File: src/rtl/sir_params.svh
// constants for the supply integrity and reset flag block
// assumes a 250 MHz CPU clock and a single APB-mapped register
`ifndef SIR_PARAMS_SVH
`define SIR_PARAMS_SVH

// register map
`define SIR_CSR_OFFSET      32'h0000_0000
`define SIR_ADDR_W          32

// field positions inside the control/status byte
`define SIR_BIT_IE          6
`define SIR_BIT_FLAG        5
`define SIR_BIT_LVRF        4
`define SIR_BIT_WDRF        0
`define SIR_CSR_RESET       8'h00

// timing
`define SIR_CLK_PERIOD_NS   4
`define SIR_DLY_SHORT       256
`define SIR_DLY_LONG        4096
`define SIR_FETCH_CYC       2
`define SIR_WDG_PULSE_NS    500
`define SIR_WDG_PULSE_CYC   ((`SIR_WDG_PULSE_NS + `SIR_CLK_PERIOD_NS - 1) / `SIR_CLK_PERIOD_NS)
`define SIR_GUARD_CYC       4
`define SIR_CNT_W           16
`define SIR_SYNC_W          4

`endif

File: src/rtl/sir_pkg.sv
// types shared by the supply integrity block
// assumes sir_params.svh is on the include path
`include "sir_params.svh"
`default_nettype none

package sir_pkg;

	typedef enum logic [1:0] {
		SIR_RUN    = 2'b00,
		SIR_ACTIVE = 2'b01,
		SIR_DELAY  = 2'b10,
		SIR_FETCH  = 2'b11
	} sir_phase_t;

	typedef enum logic [1:0] {
		SIR_SRC_EXT = 2'b00,
		SIR_SRC_LVD = 2'b01,
		SIR_SRC_WDG = 2'b10
	} sir_src_t;

	typedef struct packed {
		sir_phase_t             st;
		sir_src_t               src;
		logic [`SIR_CNT_W-1:0]  cnt;
		logic [2:0]             guard;
		logic                   lvd_act;
		logic                   flag;
		logic                   ie;
		logic                   pending;
		logic                   lvrf;
		logic                   wdrf;
		logic                   pin_oe;
		logic                   cpu_rst;
		logic                   vec_fetch;
		logic                   irq;
		logic                   wake;
		logic                   pready;
		logic                   pslverr;
		logic [31:0]            prdata;
	} sir_state_t;

endpackage

`default_nettype wire

File: src/rtl/sir_sync.sv
// two-flop synchroniser, one lane per bit
// assumes inputs are levels that stay put for several clocks
`default_nettype none

module sir_sync #(
	parameter int W = 1
) (
	input  wire logic         clk,
	input  wire logic         rst_n,
	input  wire logic [W-1:0] d,
	output var  logic [W-1:0] q
);

	// first stage feeds only the second stage
	for (genvar i = 0; i < W; i++) begin : g_lane
		logic meta;
		always_ff @(posedge clk or negedge rst_n) begin
			if (!rst_n) begin
				meta <= 1'b0;
				q[i] <= 1'b0;
			end else begin
				meta <= d[i];
				q[i] <= meta;
			end
		end
	end

endmodule

`default_nettype wire

File: src/rtl/sir_top.sv
// supply integrity: low-voltage reset, reset pin stretching,
// reset cause flags and supply early-warning interrupt
// assumes comparator and pin inputs are asynchronous levels, the
// watchdog underflow is a one-cycle pulse on CLK, APB master on CLK
//
// Our own choices: the APB register port and the placing of the registers.
`include "sir_params.svh"
`default_nettype none

// Summary of operation
// - undervoltage keeps the device in reset and drives the reset pin low
// - release uses the rising threshold, assertion the falling one
// - watchdog underflow drives the pin low for the minimum pulse width
// - bit 5 is a read-only live copy of the early-warning comparator
// - with bit 6 set, every flag change raises an interrupt request
// - pending interrupt clears when the CPU starts servicing it
// - interrupt reaches the CPU only if enabled and CPU mask cleared
// - early warning works only when low-voltage reset is enabled
// - wait mode keeps running and wakes; halt is not woken
// - register contents are frozen during halt
// - no warning interrupt for crossings during the post-reset delay
// - enabling while flag shows undervoltage gives an immediate interrupt
// - enabling after the rise gives no interrupt until the flag next changes
// - bit 4 set on low-voltage reset, cleared only by writing zero
// - bit 4 is meaningless when low-voltage reset is disabled
// - reset zeroes enable and reserved bits; cause flags keep source values
// - after the active phase wait 256 or 4096 cycles, then 2-cycle fetch
// - reset pin held low through the whole delay phase
// - bit 0 set on watchdog reset, cleared by writing zero or low-voltage reset
module sir_top
	import sir_pkg::*;
#(
	parameter logic [`SIR_CNT_W-1:0] DLY_SHORT     = `SIR_CNT_W'(`SIR_DLY_SHORT),
	parameter logic [`SIR_CNT_W-1:0] DLY_LONG      = `SIR_CNT_W'(`SIR_DLY_LONG),
	parameter logic [`SIR_CNT_W-1:0] WDG_PULSE_CYC = `SIR_CNT_W'(`SIR_WDG_PULSE_CYC)
) (
	input  wire logic                    CLK,
	input  wire logic                    RST_B,
	input  wire logic                    PSEL,
	input  wire logic                    PENABLE,
	input  wire logic                    PWRITE,
	input  wire logic [`SIR_ADDR_W-1:0]  PADDR,
	input  wire logic [31:0]             PWDATA,
	output var  logic [31:0]             PRDATA,
	output var  logic                    PREADY,
	output var  logic                    PSLVERR,
	input  wire logic                    LVD_ENABLE,
	input  wire logic                    LONG_DELAY,
	input  wire logic                    LVD_BELOW_RISE,
	input  wire logic                    LVD_BELOW_FALL,
	input  wire logic                    WARN_BELOW,
	input  wire logic                    WDG_UNDERFLOW,
	input  wire logic                    RSTPIN_IN,
	output var  logic                    RSTPIN_OUT,
	output var  logic                    RSTPIN_OE,
	output var  logic                    CPU_RESET,
	output var  logic                    VECTOR_FETCH,
	input  wire logic                    CPU_IMASK,
	input  wire logic                    IRQ_ACK,
	input  wire logic                    WAIT_MODE,
	input  wire logic                    HALT_MODE,
	output var  logic                    IRQ,
	output var  logic                    WAKE
);

	logic                     rst_meta;
	logic                     rst_n;
	logic [`SIR_SYNC_W-1:0]   sync_q;
	logic                     below_rise;
	logic                     below_fall;
	logic                     warn_live;
	logic                     pin_low;
	logic [`SIR_CNT_W-1:0]    dly_cyc;
	logic                     setup;
	logic                     wr;
	logic [7:0]               csr;
	sir_state_t               s;
	sir_state_t               next_s;

	// reset release through two flops, assertion stays asynchronous
	always_ff @(posedge CLK or negedge RST_B) begin
		if (!RST_B) begin
			rst_meta <= 1'b0;
			rst_n    <= 1'b0;
		end else begin
			rst_meta <= 1'b1;
			rst_n    <= rst_meta;
		end
	end

	sir_sync #(
		.W (`SIR_SYNC_W)
	) u_sync (
		.clk   (CLK),
		.rst_n (rst_n),
		.d     ({LVD_BELOW_RISE, LVD_BELOW_FALL, WARN_BELOW, ~RSTPIN_IN}),
		.q     (sync_q)
	);

	assign below_rise = sync_q[3];
	assign below_fall = sync_q[2];
	assign warn_live  = sync_q[1] & LVD_ENABLE;
	assign pin_low    = sync_q[0];
	assign dly_cyc    = LONG_DELAY ? DLY_LONG : DLY_SHORT;
	assign setup      = PSEL & ~PENABLE;
	assign wr         = PSEL & PENABLE & s.pready & PWRITE & ~s.pslverr;
	assign csr        = {1'b0, s.ie, s.flag, s.lvrf, 3'b000, s.wdrf};

	// next-state logic for the whole block
	always_comb begin
		next_s = s;

		// hysteresis between release and assertion thresholds
		if (!LVD_ENABLE) begin
			next_s.lvd_act = 1'b0;
		end else if (s.lvd_act) begin
			next_s.lvd_act = below_rise;
		end else begin
			next_s.lvd_act = below_fall;
		end

		// reset sequence phases
		case (s.st)
			SIR_RUN: begin
				if (s.guard != 3'd0) begin
					next_s.guard = s.guard - 3'd1;
				end
				// watchdog starts a timed pin pulse
				if (WDG_UNDERFLOW) begin
					next_s.st  = SIR_ACTIVE;
					next_s.src = SIR_SRC_WDG;
					next_s.cnt = WDG_PULSE_CYC - `SIR_CNT_W'(1);
				end else if (pin_low && s.guard == 3'd0) begin
					next_s.st  = SIR_ACTIVE;
					next_s.src = SIR_SRC_EXT;
				end
			end
			SIR_ACTIVE: begin
				// active phase ends, stabilisation delay starts
				if ((s.src == SIR_SRC_LVD && !s.lvd_act)
						|| (s.src == SIR_SRC_WDG && s.cnt == '0)
						|| (s.src == SIR_SRC_EXT && !pin_low)) begin
					next_s.st  = SIR_DELAY;
					next_s.cnt = dly_cyc - `SIR_CNT_W'(1);
				end else if (s.cnt != '0) begin
					next_s.cnt = s.cnt - `SIR_CNT_W'(1);
				end
			end
			SIR_DELAY: begin
				// count the delay, then the two-cycle fetch
				if (s.cnt == '0) begin
					next_s.st  = SIR_FETCH;
					next_s.cnt = `SIR_CNT_W'(`SIR_FETCH_CYC - 1);
				end else begin
					next_s.cnt = s.cnt - `SIR_CNT_W'(1);
				end
			end
			SIR_FETCH: begin
				// guard masks our own released low still in the synchroniser
				if (s.cnt == '0) begin
					next_s.st    = SIR_RUN;
					next_s.guard = 3'(`SIR_GUARD_CYC);
				end else begin
					next_s.cnt = s.cnt - `SIR_CNT_W'(1);
				end
			end
			default: begin
				next_s.st = SIR_ACTIVE;
			end
		endcase

		if (s.lvd_act && !(s.st == SIR_ACTIVE && s.src == SIR_SRC_LVD)) begin
			next_s.st  = SIR_ACTIVE;
			next_s.src = SIR_SRC_LVD;
			next_s.cnt = '0;
		end

		if (!HALT_MODE && s.st == SIR_RUN) begin
			next_s.flag = warn_live;
			if (wr && PADDR == `SIR_CSR_OFFSET) begin
				next_s.ie = PWDATA[`SIR_BIT_IE];
				// cleared by writing zero, a same-cycle set below wins
				if (!PWDATA[`SIR_BIT_LVRF]) begin
					next_s.lvrf = 1'b0;
				end
				if (!PWDATA[`SIR_BIT_WDRF] && !WDG_UNDERFLOW) begin
					next_s.wdrf = 1'b0;
				end
			end
			if (IRQ_ACK) begin
				next_s.pending = 1'b0;
			end
			// toggle of the flag raises a request
			// only counted in run phase, never during the delay
			if (s.ie && next_s.flag != s.flag && next_s.st == SIR_RUN) begin
				next_s.pending = 1'b1;
			end
			// enabling while flag high fires at once
			// enabling while flag low fires nothing
			if (!s.ie && next_s.ie && s.flag && next_s.st == SIR_RUN) begin
				next_s.pending = 1'b1;
			end
		end

		// sequence effects come after the register update, so a reset
		// starting in the same cycle beats any software write
		// any reset sequence clears the enable
		if (next_s.st != SIR_RUN) begin
			next_s.ie      = 1'b0;
			next_s.pending = 1'b0;
		end

		// low-voltage cause only recorded while low-voltage option is on
		// low-voltage reset clears the watchdog flag
		if (next_s.st == SIR_ACTIVE && next_s.src == SIR_SRC_LVD && LVD_ENABLE) begin
			next_s.lvrf = 1'b1;
			next_s.wdrf = 1'b0;
		end
		if (next_s.st == SIR_ACTIVE && next_s.src == SIR_SRC_WDG) begin
			next_s.wdrf = 1'b1;
		end

		// pin low through active (own sources) and delay
		next_s.pin_oe    = (next_s.st == SIR_ACTIVE && next_s.src != SIR_SRC_EXT)
		                   || next_s.st == SIR_DELAY;
		next_s.cpu_rst   = next_s.st == SIR_ACTIVE || next_s.st == SIR_DELAY;
		next_s.vec_fetch = next_s.st == SIR_FETCH;

		// request needs enable and unmasked CPU
		next_s.irq  = next_s.pending & next_s.ie & ~CPU_IMASK;
		// wake from wait only, halt is not left this way
		next_s.wake = next_s.pending & next_s.ie & WAIT_MODE & ~HALT_MODE;

		// apb slave: answer in the first access cycle
		next_s.pready  = setup;
		next_s.pslverr = setup && PADDR != `SIR_CSR_OFFSET;
		next_s.prdata  = (setup && PADDR == `SIR_CSR_OFFSET) ? {24'h00_0000, csr} : 32'h0000_0000;
	end

	// single state register; power-on starts as a low-voltage reset
	always_ff @(posedge CLK or negedge rst_n) begin
		if (!rst_n) begin
			s         <= '0;
			s.st      <= SIR_ACTIVE;
			s.src     <= SIR_SRC_LVD;
			s.lvd_act <= 1'b1;
			s.pin_oe  <= 1'b1;
			s.cpu_rst <= 1'b1;
		end else begin
			s <= next_s;
		end
	end

	// outputs straight from the state flops; pin only ever pulls low
	assign PRDATA       = s.prdata;
	assign PREADY       = s.pready;
	assign PSLVERR      = s.pslverr;
	assign RSTPIN_OUT   = 1'b0;
	assign RSTPIN_OE    = s.pin_oe;
	assign CPU_RESET    = s.cpu_rst;
	assign VECTOR_FETCH = s.vec_fetch;
	assign IRQ          = s.irq;
	assign WAKE         = s.wake;

	// checks
	lvd_pin_low_a: assert property (@(posedge CLK) disable iff (!rst_n)
		$rose(s.lvd_act) |-> ##[1:2] (RSTPIN_OE && CPU_RESET))
		else $error("undervoltage did not pull the reset pin");

	hyst_hold_a: assert property (@(posedge CLK) disable iff (!rst_n)
		(s.lvd_act && below_rise && LVD_ENABLE) |=> s.lvd_act)
		else $error("low-voltage reset released below rising threshold");

	wdg_pulse_a: assert property (@(posedge CLK) disable iff (!rst_n)
		(s.st == SIR_RUN && WDG_UNDERFLOW && !s.lvd_act) |=> RSTPIN_OE [*4])
		else $error("watchdog pulse on reset pin too short");

	flag_copy_a: assert property (@(posedge CLK) disable iff (!rst_n)
		(!HALT_MODE && s.st == SIR_RUN && next_s.st == SIR_RUN) |=> (s.flag == $past(warn_live)))
		else $error("warning flag does not follow comparator");

	toggle_irq_a: assert property (@(posedge CLK) disable iff (!rst_n)
		($past(s.ie) && s.ie && $changed(s.flag) && s.st == SIR_RUN && !$past(CPU_IMASK)) |-> IRQ)
		else $error("flag toggle raised no request");

	ack_clear_a: assert property (@(posedge CLK) disable iff (!rst_n)
		(IRQ_ACK && !HALT_MODE && s.flag == warn_live && !(s.ie != next_s.ie)) |=> !s.pending)
		else $error("service did not clear pending request");

	mask_gate_a: assert property (@(posedge CLK) disable iff (!rst_n)
		IRQ |-> ($past(CPU_IMASK) == 1'b0 && s.ie))
		else $error("request passed while masked or disabled");

	halt_freeze_a: assert property (@(posedge CLK) disable iff (!rst_n)
		(HALT_MODE && s.st == SIR_RUN && next_s.st == SIR_RUN) |=> $stable(csr))
		else $error("register changed during halt");

	delay_pin_a: assert property (@(posedge CLK) disable iff (!rst_n)
		(s.st == SIR_DELAY) |-> (RSTPIN_OE && CPU_RESET))
		else $error("pin released during delay phase");

	fetch_len_a: assert property (@(posedge CLK) disable iff (!rst_n)
		$rose(VECTOR_FETCH) && !s.lvd_act && !next_s.lvd_act |=> VECTOR_FETCH ##1 !VECTOR_FETCH)
		else $error("vector fetch not two cycles");

	no_warn_off_a: assert property (@(posedge CLK) disable iff (!rst_n)
		(!LVD_ENABLE && !HALT_MODE && s.st == SIR_RUN) |=> !s.flag)
		else $error("warning active without low-voltage option");

	lvrf_set_a: assert property (@(posedge CLK) disable iff (!rst_n)
		($past(rst_n) && $past(LVD_ENABLE) && s.st == SIR_ACTIVE && s.src == SIR_SRC_LVD) |-> s.lvrf)
		else $error("low-voltage reset did not set its cause flag");

	wdrf_set_a: assert property (@(posedge CLK) disable iff (!rst_n)
		(s.st == SIR_ACTIVE && s.src == SIR_SRC_WDG) |-> s.wdrf)
		else $error("watchdog reset did not set its cause flag");

	seq_clear_a: assert property (@(posedge CLK) disable iff (!rst_n)
		(s.st != SIR_RUN) |-> (!s.ie && !s.pending))
		else $error("enable or pending kept through a reset sequence");

	delay_irq_a: assert property (@(posedge CLK) disable iff (!rst_n)
		(s.st != SIR_RUN) |=> !IRQ)
		else $error("warning request raised during reset sequence");

	wake_mode_a: assert property (@(posedge CLK) disable iff (!rst_n)
		WAKE |-> ($past(WAIT_MODE) && !$past(HALT_MODE)))
		else $error("wake raised outside wait or during halt");

endmodule

`default_nettype wire

File: config.mk
export PLATFORM = sky130hd
export DESIGN_NAME = sir_top
export DESIGN_NICKNAME = d
export VERILOG_FILES = /design/src/rtl/sir_pkg.sv /design/src/rtl/sir_sync.sv /design/src/rtl/sir_top.sv
export VERILOG_INCLUDE_DIRS = /design/src /design/src/rtl
export SDC_FILE = /design/constraint.sdc
export NUM_CORES = 1
export LEC_CHECK = 0
export BUFFER_PORTS_ARGS = -buffer_cell sky130_fd_sc_hd__buf_4
export CORE_MARGIN = 2
export CORE_UTILIZATION = 30
export CTS_CLUSTER_SIZE = 14
export DETAILED_ROUTE_END_ITERATION = 8
export PLACE_DENSITY_LB_ADDON = 0.2
export SLEW_MARGIN = 20
export SYNTH_ARGS = -nofsm -noshare
export SYNTH_HDL_FRONTEND = slang
export SYNTH_HIERARCHICAL = 1
export SYNTH_SLANG_ARGS = --single-unit
File: constraint.sdc
create_clock -name CLK -period 1.97 [get_ports CLK]
set_input_delay 0 -clock CLK [delete_from_list [all_inputs] [get_ports CLK]]
set_output_delay 0 -clock CLK [all_outputs]
set_load 0.02 [all_outputs]
==> reports/qor.txt, run 1 <==
Avg Inst Size Synth = 9.39 sq um
DRC errors left = 0
Status = finished with violations
Clock Path Buffers = 2
Rows = 36
Fmax = 0.374 GHz
Flops & latches, synth = 50
Peak VDD IR = 0.000543 V
Share of cells above drive strength 1 = 46.3%
Register Area = 1260 sq um
Critical path fanouts, max = 3
Starting Density = 30.5%
Reg2reg start = s[49]
Setup ws final = -705 ps
First-pass GRT wire length = 12900 microns
DP HPWL = 6290 microns
Top-Level Pins = 120
Failing checks = negative hold slack, negative setup slack
Critical Path RT = 2210 ps
Post-synthesis cell area = 2960 sq um
Critical path data arrival time = 2910 ps
Design Area, Final = 4610 sq um
FF-to-FF path depth = 14
Number of fillers in the final layout = 955
Vias = 2845
Slew Viols, Final = 0
Total GRT Usage = 15.5%
Sequential share of the synthesized area = 42.5%
IO Port Bufs = 61
CP cell instances = inv_2 -> ha_4 -> nor4b_4 -> buf_4 -> nand4_1 -> and2_4 -> o21ai_2 -> o2111a_2 -> ha_4 -> nand2_4 -> o31ai_4 -> and3_4 -> o21ai_2 -> nor3b_2
Number of DRC markers in iteration 0 = 70
Post-DRT Antenna Nets = 0
Latest clock arrival within the worst-skew pair = 320 ps
Pleak = 2.18 nW
Placed cell count = 578
Vias in the first global route = 2736
Commonest non-fill, non-tap cell in the layout = buf_4
Die height = 103 microns
# diodes = 0
Chip width = 103 microns
# clock sinks = 50
Multi-input logic area = 1680 sq um
Clock Pin Slew Worst Setup and Hold Paths = 100 ps
Clock root cell = clkbuf_8
Core area = 9680 sq um
Htree depth = 2
Layout area overhead = 55.8%
Slew margin rel. = 59.5%
Initial antenna violation count = 0
CP Class = flip-flop to flip-flop
Post-synth cell types = 61
Async SR Flop Fraction = 100%
Crit start category = flip-flop
Pwr Total = 0.00602 W
WHS Endpoint = WAKE
Hold path depth = 2
Post-Layout Cell Count = 612
Final Util = 47.6%
Number of synthesized flops with an enable pin = 0
Final-stage net count = 565
Final Hold Viols = 1
Final global-route overflow total = 0
CP max stage cell = dfrtp_1
Setup skew after layout = 13.2 ps
Worst Hold Launch = HALT_MODE
CTS tree = built
Setup-failing EPs final = 27
Final Critical Period = 2680 ps
CP peak stage delay = 400 ps
Hold Slack = -134 ps
Syn Inst Count = 315
TritonCTS Buffers = 5
Max Cap Violations = 0
RSZ-0062 raised after global routing = yes
CP Capture Type = flip-flop
First-pass DRT Iterations = 4
Slew @ Worst Pin = 603 ps
Crit share post-route = 136%
Ys flop type = dfrtp_1
R2R Path End = WAKE
Total length of routed wires = 8300 microns
Hold-fix buffers, CTS = 12
DP Area = 4100 sq um
Crit path buf inv count = 2
DR vias/cell = 4.65
Reg-to-reg slack, setup = -710 ps
Hold crit path type = input pin to flip-flop
Drt wl/cell = 13.6 microns
Most frequent cells in the layout = 147 x buf_4, 44 x dfrtp_1, 30 x conb_1, 24 x nand2_1, 18 x o21ai_0
CP top delay family = simple AND/OR/NAND/NOR gates
GP Congestion = 0.818
Yosys Warn Count = 6
Largest net degree at the start of global routing = 26
Die Area = 10700 sq um
PwrDens = 1310 nW/um^2
==> registers in the layout (all words and copies together) (netlist names) <==
name,flops
CPU_RESET,1
VECTOR_FETCH,1
u_sync/q,4
IRQ,1
PRDATA,4
rst_n,1
rst_meta,1
u_sync/g_lane.meta,4
csr,4
PREADY,1
RSTPIN_OE,1
WAKE,1
s,25
PSLVERR,1
==> how the worst max path moves through the flow <==
stage                       to  slack (ps)  cells after the start  start
after global placement    WAKE        -690                     14  s[49]
after global routing      WAKE        -840                     14  s[48]
after floorplan           WAKE        -660                     13  s[48]
after detailed placement  WAKE        -800                     14  s[49]
after CTS                 WAKE        -740                     14  s[49]
final                     WAKE        -710                     14  s[49]
==> Yosys cell counts, types with 3 or more instances <==
| master | n | area, sq um |
|---|---|---|
| a21o_1 | 3 | 22.5 |
| a21oi_1 | 19 | 95.1 |
| a31oi_1 | 3 | 18.8 |
| and2_1 | 3 | 18.8 |
| and3_1 | 5 | 31.3 |
| buf_4 | 33 | 248 |
| clkbuf_1 | 4 | 15.0 |
| dfrtp_1 | 45 | 1130 |
| dfstp_2 | 5 | 131 |
| ha_1 | 7 | 87.6 |
| inv_1 | 19 | 71.3 |
| mux2i_1 | 3 | 30.0 |
| nand2_1 | 26 | 97.6 |
| nand3_1 | 4 | 20.0 |
| nand4_1 | 5 | 31.3 |
| nor2_1 | 14 | 52.6 |
| nor2b_1 | 7 | 43.8 |
| nor3_1 | 6 | 30.0 |
| nor3b_1 | 3 | 22.5 |
| nor4_1 | 12 | 75.1 |
| o211ai_1 | 3 | 22.5 |
| o21a_1 | 4 | 30.0 |
| o21ai_0 | 26 | 130 |
| o22ai_1 | 3 | 18.8 |
| o31ai_1 | 5 | 37.5 |
| or3_1 | 4 | 25.0 |
==> logic make-up (layout without fill, tap and decap cells) <==
kind of cell | after synthesis | after routing | share of synthesized area (%)
flip-flops | 50 | 50 | 42.5
XOR/XNOR | 2 | 2 | 0.592
buffers and inverters | 59 | 195 | 12.1
adder cells (fa/ha/maj) | 7 | 7 | 2.96
multiplexers | 4 | 4 | 1.40
other | 2 | 30 | 0.254
AND/OR/NAND/NOR | 103 | 103 | 20.2
AO/OA/AOI/OAI | 88 | 88 | 20.1
==> worst reg2reg max path, cell delays in order, from the launching register on <==
cell and delay (ps):
dfrtp_1 400, inv_2 80, ha_4 130, nor4b_4 270, buf_4 180, nand4_1 120
and2_4 180, o21ai_2 150, o2111a_2 240, ha_4 160, nand2_4 50, o31ai_4 210
and3_4 220, o21ai_2 70, nor3b_2 140
==> per-layer routing <==
metal	vias up	global-route usage [%]	routed length, microns
met5	-	0	0
li1	1403	-	-
met1	1375	21.3	3800
met4	0	3.85	79
met3	7	2.35	234
met2	60	25.8	4180
==> per-stage QoR <==
step                      setup TNS (ps)  setup WS (ps)
after CTS                          -8550           -737
after floorplan                    -3510           -656
after global routing              -12200           -845
after global placement             -8660           -691
after detailed placement          -10440           -804
final                              -8980           -705
==> power by group <==
group / switching [W] / internal (W) / leakage [nW] / total [W]
Combinational: 0.00181 / 0.00202 / 1.51 / 0.00383
Sequential: 0.000207 / 0.00132 / 0.618 / 0.00153
Clock: 0.000388 / 0.000266 / 0.0506 / 0.000654
==> area by class of cell <==
| class | count | share of cell area [%] |
|---|---|---|
| Clock buffer | 5 | 1.49 |
| Clock inverter | 3 | 0.625 |
| Inverter | 19 | 1.55 |
| Multi-Input combinational cell | 234 | 36.4 |
| Sequential cell | 50 | 27.3 |
| Tap cell | 133 | 3.61 |
| Timing Repair Buffer | 168 | 29.0 |
==> what timing repair did <==
| action | 4_1_cts | 5_1_grt |
|---|---|---|
| gates resized for setup | 29 | 18 |
| hold endpoints to repair | 13 | 1 |
| pin swaps | 21 | 7 |
| buffers inserted | 9 | 6 |
| endpoints found under the setup margin | 26 | 27 |
Note: power is estimated with default switching activity, not from simulation.
==> inputs of run 2 (changes only) <==
Settings changed: MAX_ROUTING_LAYER set to met4, SLEW_MARGIN 20 to not set.
==> run 2 against run 1 <==
The run still ends with negative hold slack, negative setup slack left. Clock skew down 1.1 ps. Die area unchanged. Sequential share of layout area about the same. Sequential cell count unchanged. First-iteration DRC count up 29%. Via count about the same. Critical path type unchanged. Highest routed layer unchanged.
==> reports/qor.txt, run 2 (synthesis results as in run 1) <==
Drt wl/cell = 13.5 microns (was 13.6 microns)
Clock Pin Slew Worst Setup and Hold Paths = 100 ps (about the same)
Status = finished with violations (unchanged)
Total length of routed wires = 8260 microns (was 8300 microns)
Failing checks = negative hold slack, negative setup slack (unchanged)
Hold crit path type = input pin to flip-flop (unchanged)
PwrDens = 1310 nW/um^2 (about the same)
FF-to-FF path depth = 14 (unchanged)
Commonest non-fill, non-tap cell in the layout = buf_4 (unchanged)
Total GRT Usage = 16.0% (was 15.5%)
Vias = 2847 (was 2845)
Final Critical Period = 2680 ps (about the same)
Htree depth = 2 (unchanged)
Final Hold Viols = 1 (unchanged)
Starting Density = 30.5% (unchanged)
Number of DRC markers in iteration 0 = 90 (was 70)
Largest Register = s (unchanged)
TritonCTS Buffers = 5 (unchanged)
GP Congestion = 0.830 (was 0.818)
First-pass GRT wire length = 12900 microns (about the same)
Post-Layout Cell Count = 612 (unchanged)
Most frequent cells in the layout = 147 x buf_4, 44 x dfrtp_1, 30 x conb_1, 24 x nand2_1, 18 x o21ai_0 (unchanged)
Latest clock arrival within the worst-skew pair = 320 ps (about the same)
Pleak = 2.18 nW (about the same)
Crit start category = flip-flop (unchanged)
Top-Level Pins = 120 (unchanged)
First-pass DRT Iterations = 4 (unchanged)
Max Cap Violations = 0 (unchanged)
Slew Viols, Final = 0 (unchanged)
Hold Slack = -137 ps (was -134 ps)
CP Class = flip-flop to flip-flop (unchanged)
Critical path fanouts, max = 3 (unchanged)
Design Area, Final = 4600 sq um (was 4610 sq um)
Slew margin rel. = 59.2% (was 59.5%)
DR vias/cell = 4.65 (about the same)
DP Area = 4100 sq um (unchanged)
Critical Path RT = 2210 ps (about the same)
Die Area = 10700 sq um (unchanged)
Pwr Total = 0.00602 W (about the same)
DRC errors left = 0 (unchanged)
Chip width = 103 microns (unchanged)
Rows = 36 (unchanged)
Peak VDD IR = 0.000543 V (about the same)
Setup ws final = -705 ps (about the same)
RSZ-0062 raised after global routing = yes (unchanged)
Die height = 103 microns (unchanged)
Layout area overhead = 55.5% (was 55.8%)
Initial antenna violation count = 0 (unchanged)
Fmax = 0.374 GHz (about the same)
Critical path data arrival time = 2910 ps (about the same)
Clock Path Buffers = 2 (unchanged)
CP Capture Type = flip-flop (unchanged)
Placed cell count = 578 (unchanged)
Final global-route overflow total = 0 (unchanged)
DP HPWL = 6290 microns (unchanged)
Crit share post-route = 136% (about the same)
Slew @ Worst Pin = 608 ps (was 603 ps)
Largest net degree at the start of global routing = 26 (unchanged)
# clock sinks = 50 (unchanged)
CTS tree = built (unchanged)
Vias in the first global route = 2735 (was 2736)
Hold-fix buffers, CTS = 12 (unchanged)
Final-stage net count = 565 (unchanged)
Setup skew after layout = 12.0 ps (was 13.2 ps)
IO Port Bufs = 61 (unchanged)
Post-DRT Antenna Nets = 0 (unchanged)
Setup-failing EPs final = 27 (unchanged)
Share of cells above drive strength 1 = 46.1% (was 46.3%)
# diodes = 0 (unchanged)
Flip-flop count of the largest register after layout = 25 (unchanged)
Core area = 9680 sq um (unchanged)
Hold path depth = 2 (unchanged)
Pre-CTS setup slack = -804 ps (unchanged)
Clock root cell = clkbuf_8 (unchanged)
run 2: cell types whose count changed in the layout (fill, tap and decap cells not counted):
cell / previous run / this run
o2bb2ai_2: 2 / 1
o2bb2ai_1: 0 / 1
run 2: timing repair:
| item | in CTS | in global routing |
|---|---|---|
| gates resized for setup | 29 | 17 |
| endpoints found under the setup margin | 26 | 27 |
| setup buffers | 9 | 6 |
| pin swaps | 21 | 7 |
| endpoints found under the hold margin | 13 | 1 |
run 2: stage by stage:
step | setup TNS, ps | util, % | hold WS (ps)
3_3_place_gp | -8660 | 42.3 | -217
4_1_cts | -8550 | 46.3 | -147
5_1_grt | -12210 | 47.5 | -144
3_5_place_dp | -10440 | 42.3 | -216
2_1_floorplan | -3510 | - | -296
6_report | -8870 | 47.5 | -137
run 2: layer usage:
metal / vias up / GRT usage [%] / share of wire, %
li1: 1404 / - / -
met1: 1370 / 21.4 / 45
met2: 69 / 25.7 / 51
met3: 4 / 2.35 / 3.6
met4: 0 / 3.85 / 0.58
met5: - / - / 0
run 2: worst max-delay path, cell delays in order (launching register included):
cell and delay (ps):
dfrtp_1 400, inv_2 80, ha_4 130, nor4b_4 270, buf_4 180, nand4_1 120, and2_4 180, o21ai_2 150
o2111a_2 240, ha_4 160, nand2_4 50, o31ai_4 210, and3_4 220, o21ai_2 70, nor3b_2 140
run 2: path summary, 6_finish.rpt:
| kind | start | end | slack [ps] |
|---|---|---|---|
| setup / recovery | s[49] | WAKE | -710 |
| hold / removal | HALT_MODE | WAKE | -140 |
| setup reg to reg | s[49] | WAKE | -710 |
| hold reg to reg | rst_n | u_sync/q[1] | 260 |
| max in group asynchronous | rst_n | s[66] | 1110 |
| min in group asynchronous | rst_n | u_sync/q[1] | 260 |
run 2: power breakdown:
part | leakage, nW | switching, W | internal, W
Sequential | 0.618 | 0.000206 | 0.00132
Combinational | 1.51 | 0.00181 | 0.00202
Clock | 0.0506 | 0.000392 | 0.000266
run 2: layout make-up:
class,count,area [sq um]
well taps,133,166
inverters,19,71.3
fillers,953,5080
multi-input cells,234,1670
flip-flops and latches,50,1260
repair buffers,168,1330
clock buffers,5,68.8
clock inverters,3,28.8
